$ cat src/verilog/gauge_regs.svh
// register indices, field positions, reset values and timing counts of the gauge core
// assumes a 50 MHz core clock; included by bare name
`ifndef GAUGE_REGS_SVH
`define GAUGE_REGS_SVH
`define IDX_STATUS 3'h0
`define IDX_CTRL 3'h1
`define IDX_CHG_MSB 3'h2
`define IDX_CHG_LSB 3'h3
`define IDX_THR_HI_MSB 3'h4
`define IDX_THR_HI_LSB 3'h5
`define IDX_THR_LO_MSB 3'h6
`define IDX_THR_LO_LSB 3'h7
`define CTRL_RESET 8'h3c
`define CHG_RESET 16'h7fff
`define THR_HI_RESET 16'hffff
`define THR_LO_RESET 16'h0000
`define CHG_FULL 16'hffff
`define CHG_EMPTY 16'h0000
`define CTRL_PRESC_MSB 5
`define CTRL_PRESC_LSB 3
`define CTRL_PIN_MSB 2
`define CTRL_PIN_LSB 1
`define CTRL_SHDN 0
`define CHIP_ID_BIT 1'h1
`define BUS_ADDR 7'h64
`define ALERT_RESP_ADDR 7'h0c
`define AXI_OKAY 2'h0
`define AXI_SLVERR 2'h2
`define CLK_PERIOD_NS 20
`define CHARGE_DONE_MIN_PULSE_NS 1000
`define CHARGE_DONE_MIN_PULSE_CYC \
   ((`CHARGE_DONE_MIN_PULSE_NS + `CLK_PERIOD_NS - 1) / `CLK_PERIOD_NS)
`endif

$ cat src/verilog/gauge_pkg.sv
// types shared by the gauge core files
// assumes nothing beyond a SystemVerilog compiler
package gauge_pkg;
   // multi-purpose pin role, as held in the control register
   typedef enum logic [1:0]
   {
      PIN_OFF = 2'b00,
      PIN_CHG_DONE = 2'b01,
      PIN_ALERT = 2'b10,
      PIN_BAD = 2'b11
   } pin_mode_t;

   // serial slave states, one-hot
   typedef enum logic [6:0]
   {
      SER_IDLE = 7'b0000001,
      SER_ADDR = 7'b0000010,
      SER_AACK = 7'b0000100,
      SER_WR = 7'b0001000,
      SER_WACK = 7'b0010000,
      SER_RD = 7'b0100000,
      SER_RACK = 7'b1000000
   } ser_state_t;
endpackage : gauge_pkg

$ cat src/verilog/pin_sync.sv
// three-flop sampler for levels from outside the core clock domain
// assumes inputs change slower than a few core clock periods
module pin_sync #(
   parameter int WIDTH = 1,
   parameter logic [WIDTH-1:0] RESET_VAL = '0
)
(
   input wire logic i_clk,
   input wire logic i_rst_n,
   input wire logic [WIDTH-1:0] i_async,
   output logic [WIDTH-1:0] o_level
);
   logic [WIDTH-1:0] s1_reg;
   logic [WIDTH-1:0] s2_reg;
   logic [WIDTH-1:0] s3_reg;

   // first stage feeds only the second stage
   always_ff @(posedge i_clk or negedge i_rst_n)
   begin
      if (!i_rst_n)
      begin
         s1_reg <= RESET_VAL;
         s2_reg <= RESET_VAL;
         s3_reg <= RESET_VAL;
      end
      else
      begin
         s1_reg <= i_async;
         s2_reg <= s1_reg;
         s3_reg <= s2_reg;
      end
   end

   // a change counts once stages two and three agree
   for (genvar g = 0; g < WIDTH; g++)
   begin : g_bit
      always_ff @(posedge i_clk or negedge i_rst_n)
      begin
         if (!i_rst_n)
            o_level[g] <= RESET_VAL[g];
         else if (s2_reg[g] == s3_reg[g])
            o_level[g] <= s3_reg[g];
      end
   end
endmodule : pin_sync

$ cat src/verilog/coulomb_counter_digital_core.sv
// digital core of a charge gauge: prescaler, saturating count, limits, pin, buses
// assumes one 50 MHz clock; serial bus, pin and integrator inputs are asynchronous
// Operation
// charge-done mode with pin high forces count to all ones
// the charger holds a charge-done pulse at least the minimum width
// pin role comes from the two-bit pin field of control
// pin starts in alert mode and answers the alert response address
// alert mode pulls pin low while a limit flag stands
// count direction comes from switch state and ramp direction
// reversal events pass a prescaler of factor 1 to 128
// prescaler overflow adds one, underflow subtracts one
// one count equals 0.085 mAh times factor over 128
// reset loads all defaults with the counter running
// reset count mid-scale, low limit zeros, high limit ones
// reset selects alert mode and factor 128
// serial slave answers only its fixed seven-bit address; the code also acks the alert response address on reads while pulling the pin
// slave only: clock is input, data line is two-way
// standard and fast bus rates up to 400 kHz
// count saturates at all ones or all zeros
// count compared with both limits sets high or low flag
// pin field 10 alert, 01 charge-done, 00 off, 11 illegal
// prescaler factor is two to the power of its field
// charge-done input is synchronised before use
// charge-done preset takes priority over counting
`include "gauge_regs.svh"
module coulomb_counter_digital_core
   import gauge_pkg::*;
(
   input wire logic i_clk,
   input wire logic i_rst_n,
   input wire logic [5:0] i_awaddr,
   input wire logic i_awvalid,
   output logic o_awready,
   input wire logic [31:0] i_wdata,
   input wire logic [3:0] i_wstrb,
   input wire logic i_wvalid,
   output logic o_wready,
   output logic [1:0] o_bresp,
   output logic o_bvalid,
   input wire logic i_bready,
   input wire logic [5:0] i_araddr,
   input wire logic i_arvalid,
   output logic o_arready,
   output logic [31:0] o_rdata,
   output logic [1:0] o_rresp,
   output logic o_rvalid,
   input wire logic i_rready,
   input wire logic i_scl,
   input wire logic i_sda,
   output logic o_sda,
   output logic o_sda_oe_n,
   input wire logic i_alert_or_charge_done_pin,
   output logic o_alert_or_charge_done_pin,
   output logic o_alert_or_charge_done_pin_oe_n,
   input wire logic i_ramp_reversal,
   input wire logic i_switch_state,
   input wire logic i_ramp_dir,
   output logic [15:0] o_accumulated_charge_count
);
   logic [5:0] sync_lvl;
   logic scl, sda, pin_lvl, rev_lvl, sw_lvl, dir_lvl;
   logic scl_q, sda_q, rev_q;
   logic [7:0] ctrl_reg;
   logic [15:0] chg_reg, thr_hi_reg, thr_lo_reg;
   logic st_rail_reg, st_high_reg, st_low_reg, ara_mute_reg;
   logic [6:0] presc_reg, presc_max;
   pin_mode_t pin_mode;
   logic cd_active, ev, charge_up, ovf, unf, rd_status, any_flag;
   logic wr_en;
   logic [2:0] wr_idx;
   logic [7:0] wr_data;
   logic aw_hold_reg, aw_bad_reg, w_hold_reg, w_strb0_reg, bvalid_reg, rvalid_reg;
   logic [2:0] aw_idx_reg;
   logic [7:0] w_data_reg;
   logic [1:0] bresp_reg, rresp_reg;
   logic [31:0] rdata_reg;
   logic axi_wr_done, axi_rd_fire;
   ser_state_t ser_state;
   logic [3:0] bit_cnt;
   logic [7:0] shift_reg, tx_byte;
   logic rw_reg, first_reg, ara_reg, sda_oe_n_reg;
   logic ser_wr_reg, ser_rd_st_reg, ara_ans_reg;
   logic [2:0] ser_idx_reg, ptr_reg;
   logic [7:0] ser_data_reg;
   logic scl_rise, scl_fall, bus_start, bus_stop, pin_pull_reg;
   logic [5:0] cd_run_cnt;

   // all asynchronous inputs share one sampler; bus lines idle high.
   // 20 ns sampling leaves many samples per 400 kHz bit
   pin_sync #(.WIDTH(6), .RESET_VAL(6'h30)) u_sync (
      .i_clk(i_clk),
      .i_rst_n(i_rst_n),
      .i_async({i_scl, i_sda, i_alert_or_charge_done_pin, i_ramp_reversal,
                i_switch_state, i_ramp_dir}),
      .o_level(sync_lvl)
   );
   assign {scl, sda, pin_lvl, rev_lvl, sw_lvl, dir_lvl} = sync_lvl;

   // previous levels for edge finding
   always_ff @(posedge i_clk or negedge i_rst_n)
   begin
      if (!i_rst_n)
      begin
         scl_q <= 1'b1;
         sda_q <= 1'b1;
         rev_q <= 1'b0;
      end
      else
      begin
         scl_q <= scl;
         sda_q <= sda;
         rev_q <= rev_lvl;
      end
   end

   // byte view of the register map, shared by both buses
   function automatic logic [7:0] reg_read(input logic [2:0] idx);
      unique case (idx)
         `IDX_STATUS: reg_read = {`CHIP_ID_BIT, 1'b0, st_rail_reg, 1'b0, st_high_reg,
                                  st_low_reg, 2'b00};
         `IDX_CTRL: reg_read = ctrl_reg;
         `IDX_CHG_MSB: reg_read = chg_reg[15:8];
         `IDX_CHG_LSB: reg_read = chg_reg[7:0];
         `IDX_THR_HI_MSB: reg_read = thr_hi_reg[15:8];
         `IDX_THR_HI_LSB: reg_read = thr_hi_reg[7:0];
         `IDX_THR_LO_MSB: reg_read = thr_lo_reg[15:8];
         `IDX_THR_LO_LSB: reg_read = thr_lo_reg[7:0];
      endcase
   endfunction : reg_read

   // only aligned words of the eight registers are mapped
   function automatic logic addr_bad(input logic [5:0] a);
      addr_bad = (a[1:0] != 2'b00) || a[5];
   endfunction : addr_bad

   // pin role, charge-done preset and event qualification
   assign pin_mode = pin_mode_t'(ctrl_reg[`CTRL_PIN_MSB:`CTRL_PIN_LSB]);
   assign cd_active = (pin_mode == PIN_CHG_DONE) && pin_lvl;
   assign presc_max = 7'((8'h01 << ctrl_reg[`CTRL_PRESC_MSB:`CTRL_PRESC_LSB]) - 8'h01);
   assign charge_up = (sw_lvl == dir_lvl);
   // shutdown drops events; an active preset swallows them too
   assign ev = rev_lvl && !rev_q && !ctrl_reg[`CTRL_SHDN] && !cd_active;
   assign ovf = ev && charge_up && (presc_reg >= presc_max);
   assign unf = ev && !charge_up && (presc_reg == 7'h00);

   // prescaler: one count is 0.085 mAh scaled by factor over 128
   always_ff @(posedge i_clk or negedge i_rst_n)
   begin
      if (!i_rst_n)
         presc_reg <= 7'h00;
      else if (ev && charge_up)
         presc_reg <= ovf ? 7'h00 : 7'(presc_reg + 7'h01);
      else if (ev)
         presc_reg <= unf ? presc_max : 7'(presc_reg - 7'h01);
   end

   // shared write port; serial writes cannot stall so they win
   assign axi_wr_done = aw_hold_reg && w_hold_reg && !bvalid_reg && !ser_wr_reg;
   always_comb
   begin
      wr_en = ser_wr_reg;
      wr_idx = ser_idx_reg;
      wr_data = ser_data_reg;
      if (axi_wr_done && !aw_bad_reg && w_strb0_reg)
      begin
         wr_en = 1'b1;
         wr_idx = aw_idx_reg;
         wr_data = w_data_reg;
      end
   end

   // accumulated count: preset, then writes, then saturating steps
   always_ff @(posedge i_clk or negedge i_rst_n)
   begin
      if (!i_rst_n)
         chg_reg <= `CHG_RESET;
      else if (cd_active)
         chg_reg <= `CHG_FULL;
      else if (wr_en && wr_idx == `IDX_CHG_MSB)
         chg_reg[15:8] <= wr_data;
      else if (wr_en && wr_idx == `IDX_CHG_LSB)
         chg_reg[7:0] <= wr_data;
      else if (ovf && chg_reg != `CHG_FULL)
         chg_reg <= 16'(chg_reg + 16'h0001);
      else if (unf && chg_reg != `CHG_EMPTY)
         chg_reg <= 16'(chg_reg - 16'h0001);
   end
   assign o_accumulated_charge_count = chg_reg;

   // control and limit registers
   always_ff @(posedge i_clk or negedge i_rst_n)
   begin
      if (!i_rst_n)
      begin
         ctrl_reg <= `CTRL_RESET;
         thr_hi_reg <= `THR_HI_RESET;
         thr_lo_reg <= `THR_LO_RESET;
      end
      else if (wr_en)
      begin
         unique case (wr_idx)
            `IDX_CTRL: ctrl_reg <= wr_data;
            `IDX_THR_HI_MSB: thr_hi_reg[15:8] <= wr_data;
            `IDX_THR_HI_LSB: thr_hi_reg[7:0] <= wr_data;
            `IDX_THR_LO_MSB: thr_lo_reg[15:8] <= wr_data;
            `IDX_THR_LO_LSB: thr_lo_reg[7:0] <= wr_data;
            default: ;
         endcase
      end
   end

   // sticky flags: a standing condition beats a clearing read
   assign rd_status = ser_rd_st_reg || (axi_rd_fire && !addr_bad(i_araddr) &&
                      i_araddr[4:2] == `IDX_STATUS);
   always_ff @(posedge i_clk or negedge i_rst_n)
   begin
      if (!i_rst_n)
      begin
         st_rail_reg <= 1'b0;
         st_high_reg <= 1'b0;
         st_low_reg <= 1'b0;
      end
      else
      begin
         st_rail_reg <= (chg_reg == `CHG_FULL) || (chg_reg == `CHG_EMPTY) ||
                        (st_rail_reg && !rd_status);
         st_high_reg <= (chg_reg > thr_hi_reg) || (st_high_reg && !rd_status);
         st_low_reg <= (chg_reg < thr_lo_reg) || (st_low_reg && !rd_status);
      end
   end
   assign any_flag = st_rail_reg || st_high_reg || st_low_reg;

   // alert pin; an answered alert response silences it until flags clear
   always_ff @(posedge i_clk or negedge i_rst_n)
   begin
      if (!i_rst_n)
      begin
         ara_mute_reg <= 1'b0;
         pin_pull_reg <= 1'b0;
      end
      else
      begin
         ara_mute_reg <= any_flag && (ara_mute_reg || ara_ans_reg);
         pin_pull_reg <= (pin_mode == PIN_ALERT) && any_flag && !ara_mute_reg;
      end
   end
   // open drain: only ever drives low
   assign o_alert_or_charge_done_pin = 1'b0;
   assign o_alert_or_charge_done_pin_oe_n = !pin_pull_reg;

   // axi write: address and data taken in either order
   assign o_awready = !aw_hold_reg;
   assign o_wready = !w_hold_reg;
   assign o_bvalid = bvalid_reg;
   assign o_bresp = bresp_reg;
   always_ff @(posedge i_clk or negedge i_rst_n)
   begin
      if (!i_rst_n)
      begin
         aw_hold_reg <= 1'b0;
         aw_bad_reg <= 1'b0;
         aw_idx_reg <= 3'h0;
         w_hold_reg <= 1'b0;
         w_strb0_reg <= 1'b0;
         w_data_reg <= 8'h00;
         bvalid_reg <= 1'b0;
         bresp_reg <= `AXI_OKAY;
      end
      else
      begin
         if (i_awvalid && !aw_hold_reg)
         begin
            aw_hold_reg <= 1'b1;
            aw_bad_reg <= addr_bad(i_awaddr);
            aw_idx_reg <= i_awaddr[4:2];
         end
         if (i_wvalid && !w_hold_reg)
         begin
            w_hold_reg <= 1'b1;
            w_strb0_reg <= i_wstrb[0];
            w_data_reg <= i_wdata[7:0];
         end
         if (axi_wr_done)
         begin
            aw_hold_reg <= 1'b0;
            w_hold_reg <= 1'b0;
            bvalid_reg <= 1'b1;
            bresp_reg <= aw_bad_reg ? `AXI_SLVERR : `AXI_OKAY;
         end
         else if (bvalid_reg && i_bready)
            bvalid_reg <= 1'b0;
      end
   end

   // axi read: one cycle from address to data
   assign o_arready = !rvalid_reg;
   assign axi_rd_fire = i_arvalid && !rvalid_reg;
   assign o_rvalid = rvalid_reg;
   assign o_rdata = rdata_reg;
   assign o_rresp = rresp_reg;
   always_ff @(posedge i_clk or negedge i_rst_n)
   begin
      if (!i_rst_n)
      begin
         rvalid_reg <= 1'b0;
         rdata_reg <= 32'h0000_0000;
         rresp_reg <= `AXI_OKAY;
      end
      else if (axi_rd_fire)
      begin
         rvalid_reg <= 1'b1;
         rdata_reg <= addr_bad(i_araddr) ? 32'h0000_0000 : {24'h00_0000, reg_read(i_araddr[4:2])};
         rresp_reg <= addr_bad(i_araddr) ? `AXI_SLVERR : `AXI_OKAY;
      end
      else if (rvalid_reg && i_rready)
         rvalid_reg <= 1'b0;
   end

   // serial bus events seen on the sampled lines; clock is input only
   assign scl_rise = scl && !scl_q;
   assign scl_fall = !scl && scl_q;
   assign bus_start = scl && scl_q && sda_q && !sda;
   assign bus_stop = scl && scl_q && !sda_q && sda;
   assign tx_byte = ara_reg ? {`BUS_ADDR, 1'b0} : reg_read(ptr_reg);
   assign o_sda = 1'b0;
   assign o_sda_oe_n = sda_oe_n_reg;

   // serial slave: bits taken on clock rise, driven after clock fall
   always_ff @(posedge i_clk or negedge i_rst_n)
   begin
      if (!i_rst_n)
      begin
         ser_state <= SER_IDLE;
         bit_cnt <= 4'h0;
         shift_reg <= 8'h00;
         rw_reg <= 1'b0;
         first_reg <= 1'b0;
         ara_reg <= 1'b0;
         ptr_reg <= 3'h0;
         sda_oe_n_reg <= 1'b1;
         ser_wr_reg <= 1'b0;
         ser_idx_reg <= 3'h0;
         ser_data_reg <= 8'h00;
         ser_rd_st_reg <= 1'b0;
         ara_ans_reg <= 1'b0;
      end
      else
      begin
         ser_wr_reg <= 1'b0;
         ser_rd_st_reg <= 1'b0;
         ara_ans_reg <= 1'b0;
         if (bus_stop)
         begin
            ser_state <= SER_IDLE;
            sda_oe_n_reg <= 1'b1;
         end
         else if (bus_start)
         begin
            ser_state <= SER_ADDR;
            bit_cnt <= 4'h0;
            first_reg <= 1'b1;
            sda_oe_n_reg <= 1'b1;
         end
         else
         begin
            unique case (ser_state)
               SER_IDLE: ;
               SER_ADDR, SER_WR:
               begin
                  if (scl_rise)
                  begin
                     shift_reg <= {shift_reg[6:0], sda};
                     bit_cnt <= 4'(bit_cnt + 4'h1);
                  end
                  else if (scl_fall && bit_cnt == 4'h8 && ser_state == SER_ADDR)
                  begin
                     rw_reg <= shift_reg[0];
                     ara_reg <= shift_reg[7:1] != `BUS_ADDR;
                     if (shift_reg[7:1] == `BUS_ADDR || (shift_reg[7:1] ==
                         `ALERT_RESP_ADDR && shift_reg[0] && pin_pull_reg))
                     begin
                        sda_oe_n_reg <= 1'b0;
                        ser_state <= SER_AACK;
                     end
                     else
                        ser_state <= SER_IDLE;
                  end
                  else if (scl_fall && bit_cnt == 4'h8)
                  begin
                     sda_oe_n_reg <= 1'b0;
                     ser_state <= SER_WACK;
                     first_reg <= 1'b0;
                     if (first_reg)
                        ptr_reg <= shift_reg[2:0];
                     else
                     begin
                        ser_wr_reg <= 1'b1;
                        ser_idx_reg <= ptr_reg;
                        ser_data_reg <= shift_reg;
                        ptr_reg <= 3'(ptr_reg + 3'h1);
                     end
                  end
               end
               SER_AACK:
                  if (scl_fall && rw_reg)
                  begin
                     // the first bit goes out with the ack release
                     sda_oe_n_reg <= tx_byte[7];
                     shift_reg <= {tx_byte[6:0], 1'b0};
                     bit_cnt <= 4'h1;
                     ara_ans_reg <= ara_reg;
                     ser_rd_st_reg <= !ara_reg && ptr_reg == `IDX_STATUS;
                     ser_state <= SER_RD;
                  end
                  else if (scl_fall)
                  begin
                     sda_oe_n_reg <= 1'b1;
                     bit_cnt <= 4'h0;
                     ser_state <= SER_WR;
                  end
               SER_WACK:
                  if (scl_fall)
                  begin
                     sda_oe_n_reg <= 1'b1;
                     bit_cnt <= 4'h0;
                     ser_state <= SER_WR;
                  end
               SER_RD:
                  if (scl_fall && bit_cnt == 4'h8)
                  begin
                     sda_oe_n_reg <= 1'b1;
                     ser_state <= SER_RACK;
                  end
                  else if (scl_fall)
                  begin
                     sda_oe_n_reg <= shift_reg[7];
                     shift_reg <= {shift_reg[6:0], 1'b0};
                     bit_cnt <= 4'(bit_cnt + 4'h1);
                  end
               SER_RACK:
                  if (scl_rise && sda)
                     ser_state <= SER_IDLE;
                  else if (scl_rise)
                  begin
                     ptr_reg <= ara_reg ? ptr_reg : 3'(ptr_reg + 3'h1);
                     ara_reg <= 1'b0;
                     ser_state <= SER_AACK;
                  end
               default:
                  ser_state <= SER_IDLE;
            endcase
         end
      end
   end

   // helper: cycles the raw pin has stood high in charge-done mode
   always_ff @(posedge i_clk or negedge i_rst_n)
   begin
      if (!i_rst_n)
         cd_run_cnt <= 6'h00;
      else if (pin_mode != PIN_CHG_DONE || !i_alert_or_charge_done_pin)
         cd_run_cnt <= 6'h00;
      else if (cd_run_cnt != 6'(`CHARGE_DONE_MIN_PULSE_CYC))
         cd_run_cnt <= 6'(cd_run_cnt + 6'h01);
   end
endmodule : coulomb_counter_digital_core

$ cat config.mk
export PLATFORM = sky130hd
export DESIGN_NAME = coulomb_counter_digital_core
export DESIGN_NICKNAME = d
export VERILOG_FILES = /design/src/verilog/gauge_pkg.sv /design/src/verilog/pin_sync.sv /design/src/verilog/coulomb_counter_digital_core.sv
export VERILOG_INCLUDE_DIRS = /design/src /design/src/verilog
export SDC_FILE = /design/constraint.sdc
export NUM_CORES = 1
export LEC_CHECK = 0
export ABC_AREA = 1
export BUFFER_PORTS_ARGS = -buffer_cell sky130_fd_sc_hd__buf_2
export CAP_MARGIN = 30
export CORE_UTILIZATION = 24
export CTS_CLUSTER_DIAMETER = 40
export DETAILED_ROUTE_END_ITERATION = 8
export GPL_ROUTABILITY_DRIVEN = 0
export PLACE_DENSITY = 0.44
export SLEW_MARGIN = 20
export SYNTH_ARGS = -nofsm -noshare
export SYNTH_HDL_FRONTEND = slang
export SYNTH_SLANG_ARGS = --single-unit
$ cat constraint.sdc
create_clock -name i_clk -period 3.1 [get_ports i_clk]
set_input_delay 0.31 -clock i_clk [delete_from_list [all_inputs] [get_ports i_clk]]
set_output_delay 0.31 -clock i_clk [all_outputs]
set_load 0.005 [all_outputs]
==> results.cfg, run 1 <==
[critical_path]
crit_type = register to register
r2r_slack_ns = -0.09
start_kind = register
crit_path_end_kind = register
r2r_cells = 19
required_ns = 3.51
cp_max_fo = 6
timing.rr.end = o_accumulated_charge_count[9]
r2r-start = ctrl_reg[5]
worst_ep_arrival_time_ns = 3.60

[logic_synthesis]
synth_area_per_cell_um2 = 7.822
synth_area_mm2 = 0.01067
synth_compound_area_share_pct = 13.22
synthAdderAreaFrac_pct = 8.256
synth_enable_flop_cells = 0
synth-simple-area-share_pct = 28.39
seq_area_frac_synth_pct = 38.55
synth_ff_type = dfrtp_1
synth_top_family_by_area = simple AND/OR/NAND/NOR gates
yosysWarningCount = 0
postSynthCellCount = 1364
synth.area.mux_share_pct = 0.9499
synthDistinctLibCells = 63
postSynthRegisterBits = 162
yosys.area_share.xor_xnor_pct = 1.313
async_flop_share_pct = 100.0

[status]
status = complete, but fails checks
violations = setup timing

[layout]
nets = 1649
final_cell_mix = nand2_1, inv_1, dfrtp_1
fin_cells = 2121
final_common_cell = nand2_1
diodes = 0
syn_to_final_growth_pct = 25.98
drive_gt1_share_pct = 26.37

[cts]
htree_levels = 4
cts_max_path_buffers = 2
clk_latency_ns = 0.46
clk_pin_slew_ns = 0.07
clockRootBuffer = clkbuf_16
cts_buffers = 17
cts.sinks = 162
cts_tree = done

[sta]
slew_headroom_pct = 53.80
post-route-period-util_pct = 102.9
fin_skew_ns = 0.01397
max_freq_mhz = 313.6
setup_tns_ns = -0.2491
setup_slack_ns = -0.08842
setup_viol = 7
post-route-min-period_ns = 3.188
report.final.slew_viol_count = 0
final_hold_viol_count = 0
worst_slew_pin_slew_ns = 0.6914
rsz0062_at_grt = true

[die]
start_util_pct = 24.55
core-area_mm2 = 0.04346
io_pins = 122
dieArea_mm2 = 0.04530
die_w_um = 212.8
dieHeight_um = 212.8
core.rowCount = 76

[global_routing]
grt_use_total_pct = 16.37
first_global_vias = 9685
grt_first_pass_wirelength_mm = 56.01
globalRouteOverflowTotal = 0
antenna_found_initial = 0
grt_max_degree = 67

[worst_hold_path]
hp-class = input port to register
whs_path_depth = 2
hold_end = o_rvalid
hp-start = i_rready

[power_and_ir_drop]
ir_drop_mv = 0.2894
p_per_area_mw_per_mm2 = 788.1
p_leak_uw = 0.006089

[route]
drc = 0
first_iter_violations = 574
dr.pass1.iters = 5
vias = 9795
ant_nets = 0
routed_wl_mm = 36.45
via_per_inst = 4.618
wl_per_cell_um = 17.19

[placed_design]
dp.cells = 2062
portBuffers = 66
place_hpwl_mm = 27.42

[job]
max_cap_violations = 0
cells by family (layout without fill, tap and decap cells):
family          count (synthesis)  count (layout)
fa+ha+maj                      71              71
other cells                     1              28
simple gates                  641             642
flops                         162             162
compound gates                244             244
buf+inv                       220             364
mux                             9               9
xor+xnor                       16              16
power breakdown:
part           total, µW  switching, µW  internal (µW)
combinational       5660           3260           2400
sequential          2780            280           2500
clock               2140            986           1160
cell usage after synthesis (7+ instances only):
cell | instances | share of area [%]
a21oi_1 | 56 | 2.6
buf_2 | 8 | 0.38
buf_4 | 29 | 2.0
dfrtp_1 | 115 | 27
dfstp_2 | 47 | 12
ha_1 | 64 | 7.5
inv_1 | 164 | 5.8
inv_2 | 11 | 0.39
mux2_2 | 9 | 0.95
nand2_1 | 333 | 12
nand2_2 | 15 | 0.88
nand2_4 | 7 | 0.74
nand3_1 | 106 | 5.0
nand4_1 | 23 | 1.3
nor2_1 | 92 | 3.2
nor2_2 | 7 | 0.41
nor2_4 | 8 | 0.84
nor3_1 | 20 | 0.94
o211ai_1 | 10 | 0.70
o21ai_0 | 76 | 3.6
o21ai_1 | 38 | 1.8
o21ai_2 | 7 | 0.57
o22ai_1 | 26 | 1.5
xor2_1 | 13 | 1.1
worst max path at each step:
stage	start	to	slack [ns]	cells after the start
after global placement	ctrl_reg[5]	o_accumulated_charge_count[15]	-0.19	20
after detailed placement	ctrl_reg[5]	o_accumulated_charge_count[6]	-0.23	19
after global routing	ctrl_reg[5]	o_accumulated_charge_count[9]	-0.25	19
final	ctrl_reg[5]	o_accumulated_charge_count[9]	-0.09	19
after floorplan	ctrl_reg[5]	o_accumulated_charge_count[9]	0.02	18
after CTS	ctrl_reg[5]	o_accumulated_charge_count[6]	-0.01	19
area by class of cell:
cell class,instances,area (µm²)
fillers,4677,30020
inverters,176,665.6
repair buffers,156,1115
multi-input cells,1010,6235
clock inverters,13,137.6
well taps,585,732.0
flip-flops and latches,162,4113
clock buffers,19,442.9
through the flow:
| stage | power [µW] | instance area, µm² | utilization (%) | hold slack [ns] | setup WS [ns] |
|---|---|---|---|---|---|
| 6_report | 10590 | 13440 | 30.93 | 0.03049 | -0.08842 |
| 5_1_grt | 11430 | 13440 | 30.93 | 0.02265 | -0.2483 |
| 4_1_cts | 9938 | 12920 | 29.74 | 0.005347 | -0.01215 |
| 3_5_place_dp | 7384 | 12010 | 27.63 | 0.2721 | -0.2261 |
| 3_3_place_gp | 7349 | 12010 | 27.63 | 0.2676 | -0.1922 |
| 2_1_floorplan | 5666 | 10770 | - | 0.01441 | 0.02200 |
what timing repair did:
item / CTS / global route
endpoints found under the hold margin: 27 / 0
cloned: 1 / 0
endpoints found under the setup margin: 12 / 13
setup buffers: 8 / 11
pin swaps: 17 / 48
gates resized for setup: 38 / 86
hold buffers: 8 / 0
worst max-delay path, cell delays in order, from the launching register on:
cell and delay [ns]:
dfstp_2 0.62, nand2_2 0.08, buf_4 0.13, ha_1 0.27
nand2_2 0.07, nor2_1 0.13, nand2_2 0.09, nand3_4 0.11
nand3_4 0.15, buf_6 0.17, buf_6 0.11, ha_4 0.24
a21o_1 0.18, nand2_1 0.09, nand2_2 0.06, nand3b_1 0.17
or2_4 0.26, nand3_2 0.07, nand3_2 0.07, nand2_1 0.06
routing by layer:
layer	global-route usage (%)	share of wire [%]	vias to the layer above
met4	4.490	1.8	0
li1	-	-	4806
met5	0	0	-
met2	26.67	47	255
met3	3.206	5.2	41
met1	21.93	46	4693
No activity file was read; power rests on OpenSTA's default activity.
==> run 2, diff against run 1 <==
--- a/config.mk
+++ b/config.mk
@@ -6,7 +6,7 @@
 export SDC_FILE = /design/constraint.sdc
 export NUM_CORES = 1
 export LEC_CHECK = 0
-export ABC_AREA = 1
+export ABC_AREA = 0
 export BUFFER_PORTS_ARGS = -buffer_cell sky130_fd_sc_hd__buf_2
 export CAP_MARGIN = 30
 export CORE_UTILIZATION = 24
==> run 2 against run 1 <==
The flow finishes with violations (DRC, setup timing). Critical path depth fell by 2. Flip-flop and latch count did not move. Hold slack better by 0.034 ns. Design area decreased by 5.0%. Utilization is 0.13 points higher. First-iteration DRC count is 32% higher. Sequential power up 3%. Clock skew grew 0.0039 ns. Clock power is 4% higher. Clock-buffer cell count decreased by 1.
==> results.cfg, run 2 <==
[status]
status = complete, but fails checks
violations = DRC, setup timing

[route]
via_per_inst = 4.875
wl_per_cell_um = 18.17
drc = 2
dr.pass1.iters = 9
ant_nets = 0
routed_wl_mm = 32.86
vias = 8814
first_iter_violations = 755

[global_routing]
globalRouteOverflowTotal = 0
first_global_vias = 8416
grt_max_degree = 75
grt_first_pass_wirelength_mm = 50.89
grt_use_total_pct = 15.85
antenna_found_initial = 0

[placed_design]
place_hpwl_mm = 24.06
place_ws_ns = -0.5901
dp.cells = 1758
portBuffers = 66

[sta]
setup_slack_ns = -0.4706
fin_skew_ns = 0.01788
post-route-min-period_ns = 3.571
post-route-period-util_pct = 115.2
report.final.slew_viol_count = 0
rsz0062_at_grt = true
setup_viol = 11
max_freq_mhz = 280.1
worst_slew_pin_slew_ns = 0.7407
slew_headroom_pct = 50.29
setup_tns_ns = -3.687
final_hold_viol_count = 0

[die]
dieArea_mm2 = 0.04280
core.rowCount = 74
dieHeight_um = 206.9
die_w_um = 206.9
io_pins = 122
core-area_mm2 = 0.04111
start_util_pct = 24.50

[power_and_ir_drop]
ir_drop_mv = 0.3857
p_int_uw = 6263
combPwrFrac_pct = 50.6
seq_power_share_pct = 27.7
power.switching_uw = 4001
p_sw_share_pct = 38.98
p_leak_uw = 0.005427
total_power_uw = 10260
p_per_area_mw_per_mm2 = 803.7
power.share.clock_pct = 21.6

[cts]
clk_latency_ns = 0.45
cts_buffers = 17
cts_tree = done
cts.sinks = 162
htree_levels = 4
clk_pin_slew_ns = 0.07
cts_max_path_buffers = 2
clockRootBuffer = clkbuf_16

[critical_path]
startpoint = ctrl_reg[4]
r2r-start = ctrl_reg[4]
r2r_cells = 17
cp_max_fo = 6
crit_buf_inv = 3
worst_ep_arrival_time_ns = 3.94
crit_path_end_kind = register
crit_family = compound AO/OA/AOI/OAI gates
crit_type = register to register
timing.rr.end = o_accumulated_charge_count[15]
r2r_slack_ns = -0.47
start_kind = register
cp-endpoint = o_accumulated_charge_count[15]
path_depth = 17
required_ns = 3.47
critPathMaxStageDelay_ns = 0.40
slowest_stage = dfstp_2
crit_chain = or3_4, ha_4, o21ai_2, a21oi_2, o211ai_1, buf_4, clkbuf_16, buf_4, ha_4, a211oi_4, o21ai_2, a211oi_4, o31ai_2, a21oi_2, xnor2_2, and3_1, nor3_2

[layout]
syn_to_final_growth_pct = 26.77
final_cell_mix = dfrtp_1, nand2_1, buf_4
drive_gt1_share_pct = 28.76
diodes = 0
final_common_cell = dfrtp_1
nets = 1389
fin_cells = 1808

[logic_synthesis]
postSynthRegisterBits = 162
synth_ff_type = dfrtp_1
postSynthCellCount = 1094
seq_area_frac_synth_pct = 40.83
yosysWarningCount = 0
synth_area_per_cell_um2 = 9.208
synth_area_mm2 = 0.01007
synth_area_leader_cell = dfrtp_1
synth_area_leaders = dfrtp_1, dfstp_2, ha_1, o21ai_0, mux2_2
synth_top_cell_area_share_pct = 28.57
synth_enable_flop_cells = 0
synth.most_common_cell = dfrtp_1
synthTopCellsByCount = dfrtp_1, nand2_1, o21ai_0
synthDistinctLibCells = 79
async_flop_share_pct = 100.0

[worst_hold_path]
hp-class = input port to register

[job]
max_cap_violations = 0
run 2: cell count changes after synthesis, sizes merged, moves of 17 or more:
cell and delta:
nand2 -242, mux2i +19, clkbuf +33, o21ai -17, o22ai -20, nand3 -90
inv -115, nor2 -18, mux2 +32
run 2: worst min-delay path by stage:
stage	from	endpoint	slack (ns)	depth (start not counted)
6_report	i_rready	o_rvalid	0.06	2
5_1_grt	i_rready	o_rvalid	0.04	2
4_1_cts	i_rready	o_rvalid	0.04	2
3_5_place_dp	u_sync.s1_reg[1]	u_sync.s2_reg[1]	0.33	0
3_3_place_gp	u_sync.s1_reg[1]	u_sync.s2_reg[1]	0.34	0
2_1_floorplan	i_rst_n	ara_ans_reg	0.01	0
run 2: worst reg2reg max path, delay by kind of cell (launching register included):
kind,cells,cell delay (ns)
compound gates,8,1.31
xor+xnor,1,0.09
fa+ha+maj,2,0.51
buf+inv,3,0.46
flops,1,0.40
simple gates,3,0.72
run 2: logic make-up after synthesis:
group	after synthesis	share of synthesized area, %
compound gates	308	19.84
flops	162	40.83
xor+xnor	22	1.913
buf+inv	132	6.124
fa+ha+maj	71	8.744
other cells	1	0.03723
mux	61	6.695
simple gates	337	15.82
run 2: metrics by stage:
| step | hold slack (ns) | util [%] | cell area (µm²) |
|---|---|---|---|
| final | 0.06476 | 31.06 | 12770 |
| after global routing | 0.04202 | 31.06 | 12770 |
| after CTS | 0.03532 | 30.64 | 12600 |
| after detailed placement | 0.3347 | 28.44 | 11690 |
| after global placement | 0.3354 | 28.42 | 11690 |
| after floorplan | 0.01441 | - | 10220 |
run 2: per-layer routing:
metal  vias to the layer above  track usage, %  wire (µm)
met3                        33           3.281       1921
met2                       263           23.60      14240
met5                         -               0          0
li1                       4232               -          -
met4                         0           4.380        488
met1                      4286           22.98      16210
run 2: repair_timing:
action                                  CTS  global route
hold buffers                              7             0
buffers inserted                          4             6
resized for setup                        34            24
gates cloned                              1             0
endpoints found under the setup margin   12            15
pin swaps                                22            20
endpoints found under the hold margin    54             0
run 2: final cells by class:
type | count | area (µm²)
multi-input cells | 827 | 5762
clock inverters | 14 | 170.2
clock buffers | 18 | 439.2
repair buffers | 195 | 1393
fillers | 4336 | 28340
inverters | 60 | 227.7
flip-flops and latches | 162 | 4113
well taps | 532 | 665.6
run 2: power by group through the flow:
stage	sequential, µW	combinational (µW)	clock [µW]
6_report	2850	5200	2220
5_1_grt	2900	5740	2370
4_1_cts	2840	4970	2290
3_5_place_dp	2880	4600	0
3_3_place_gp	2880	4590	0
2_1_floorplan	2930	2680	0
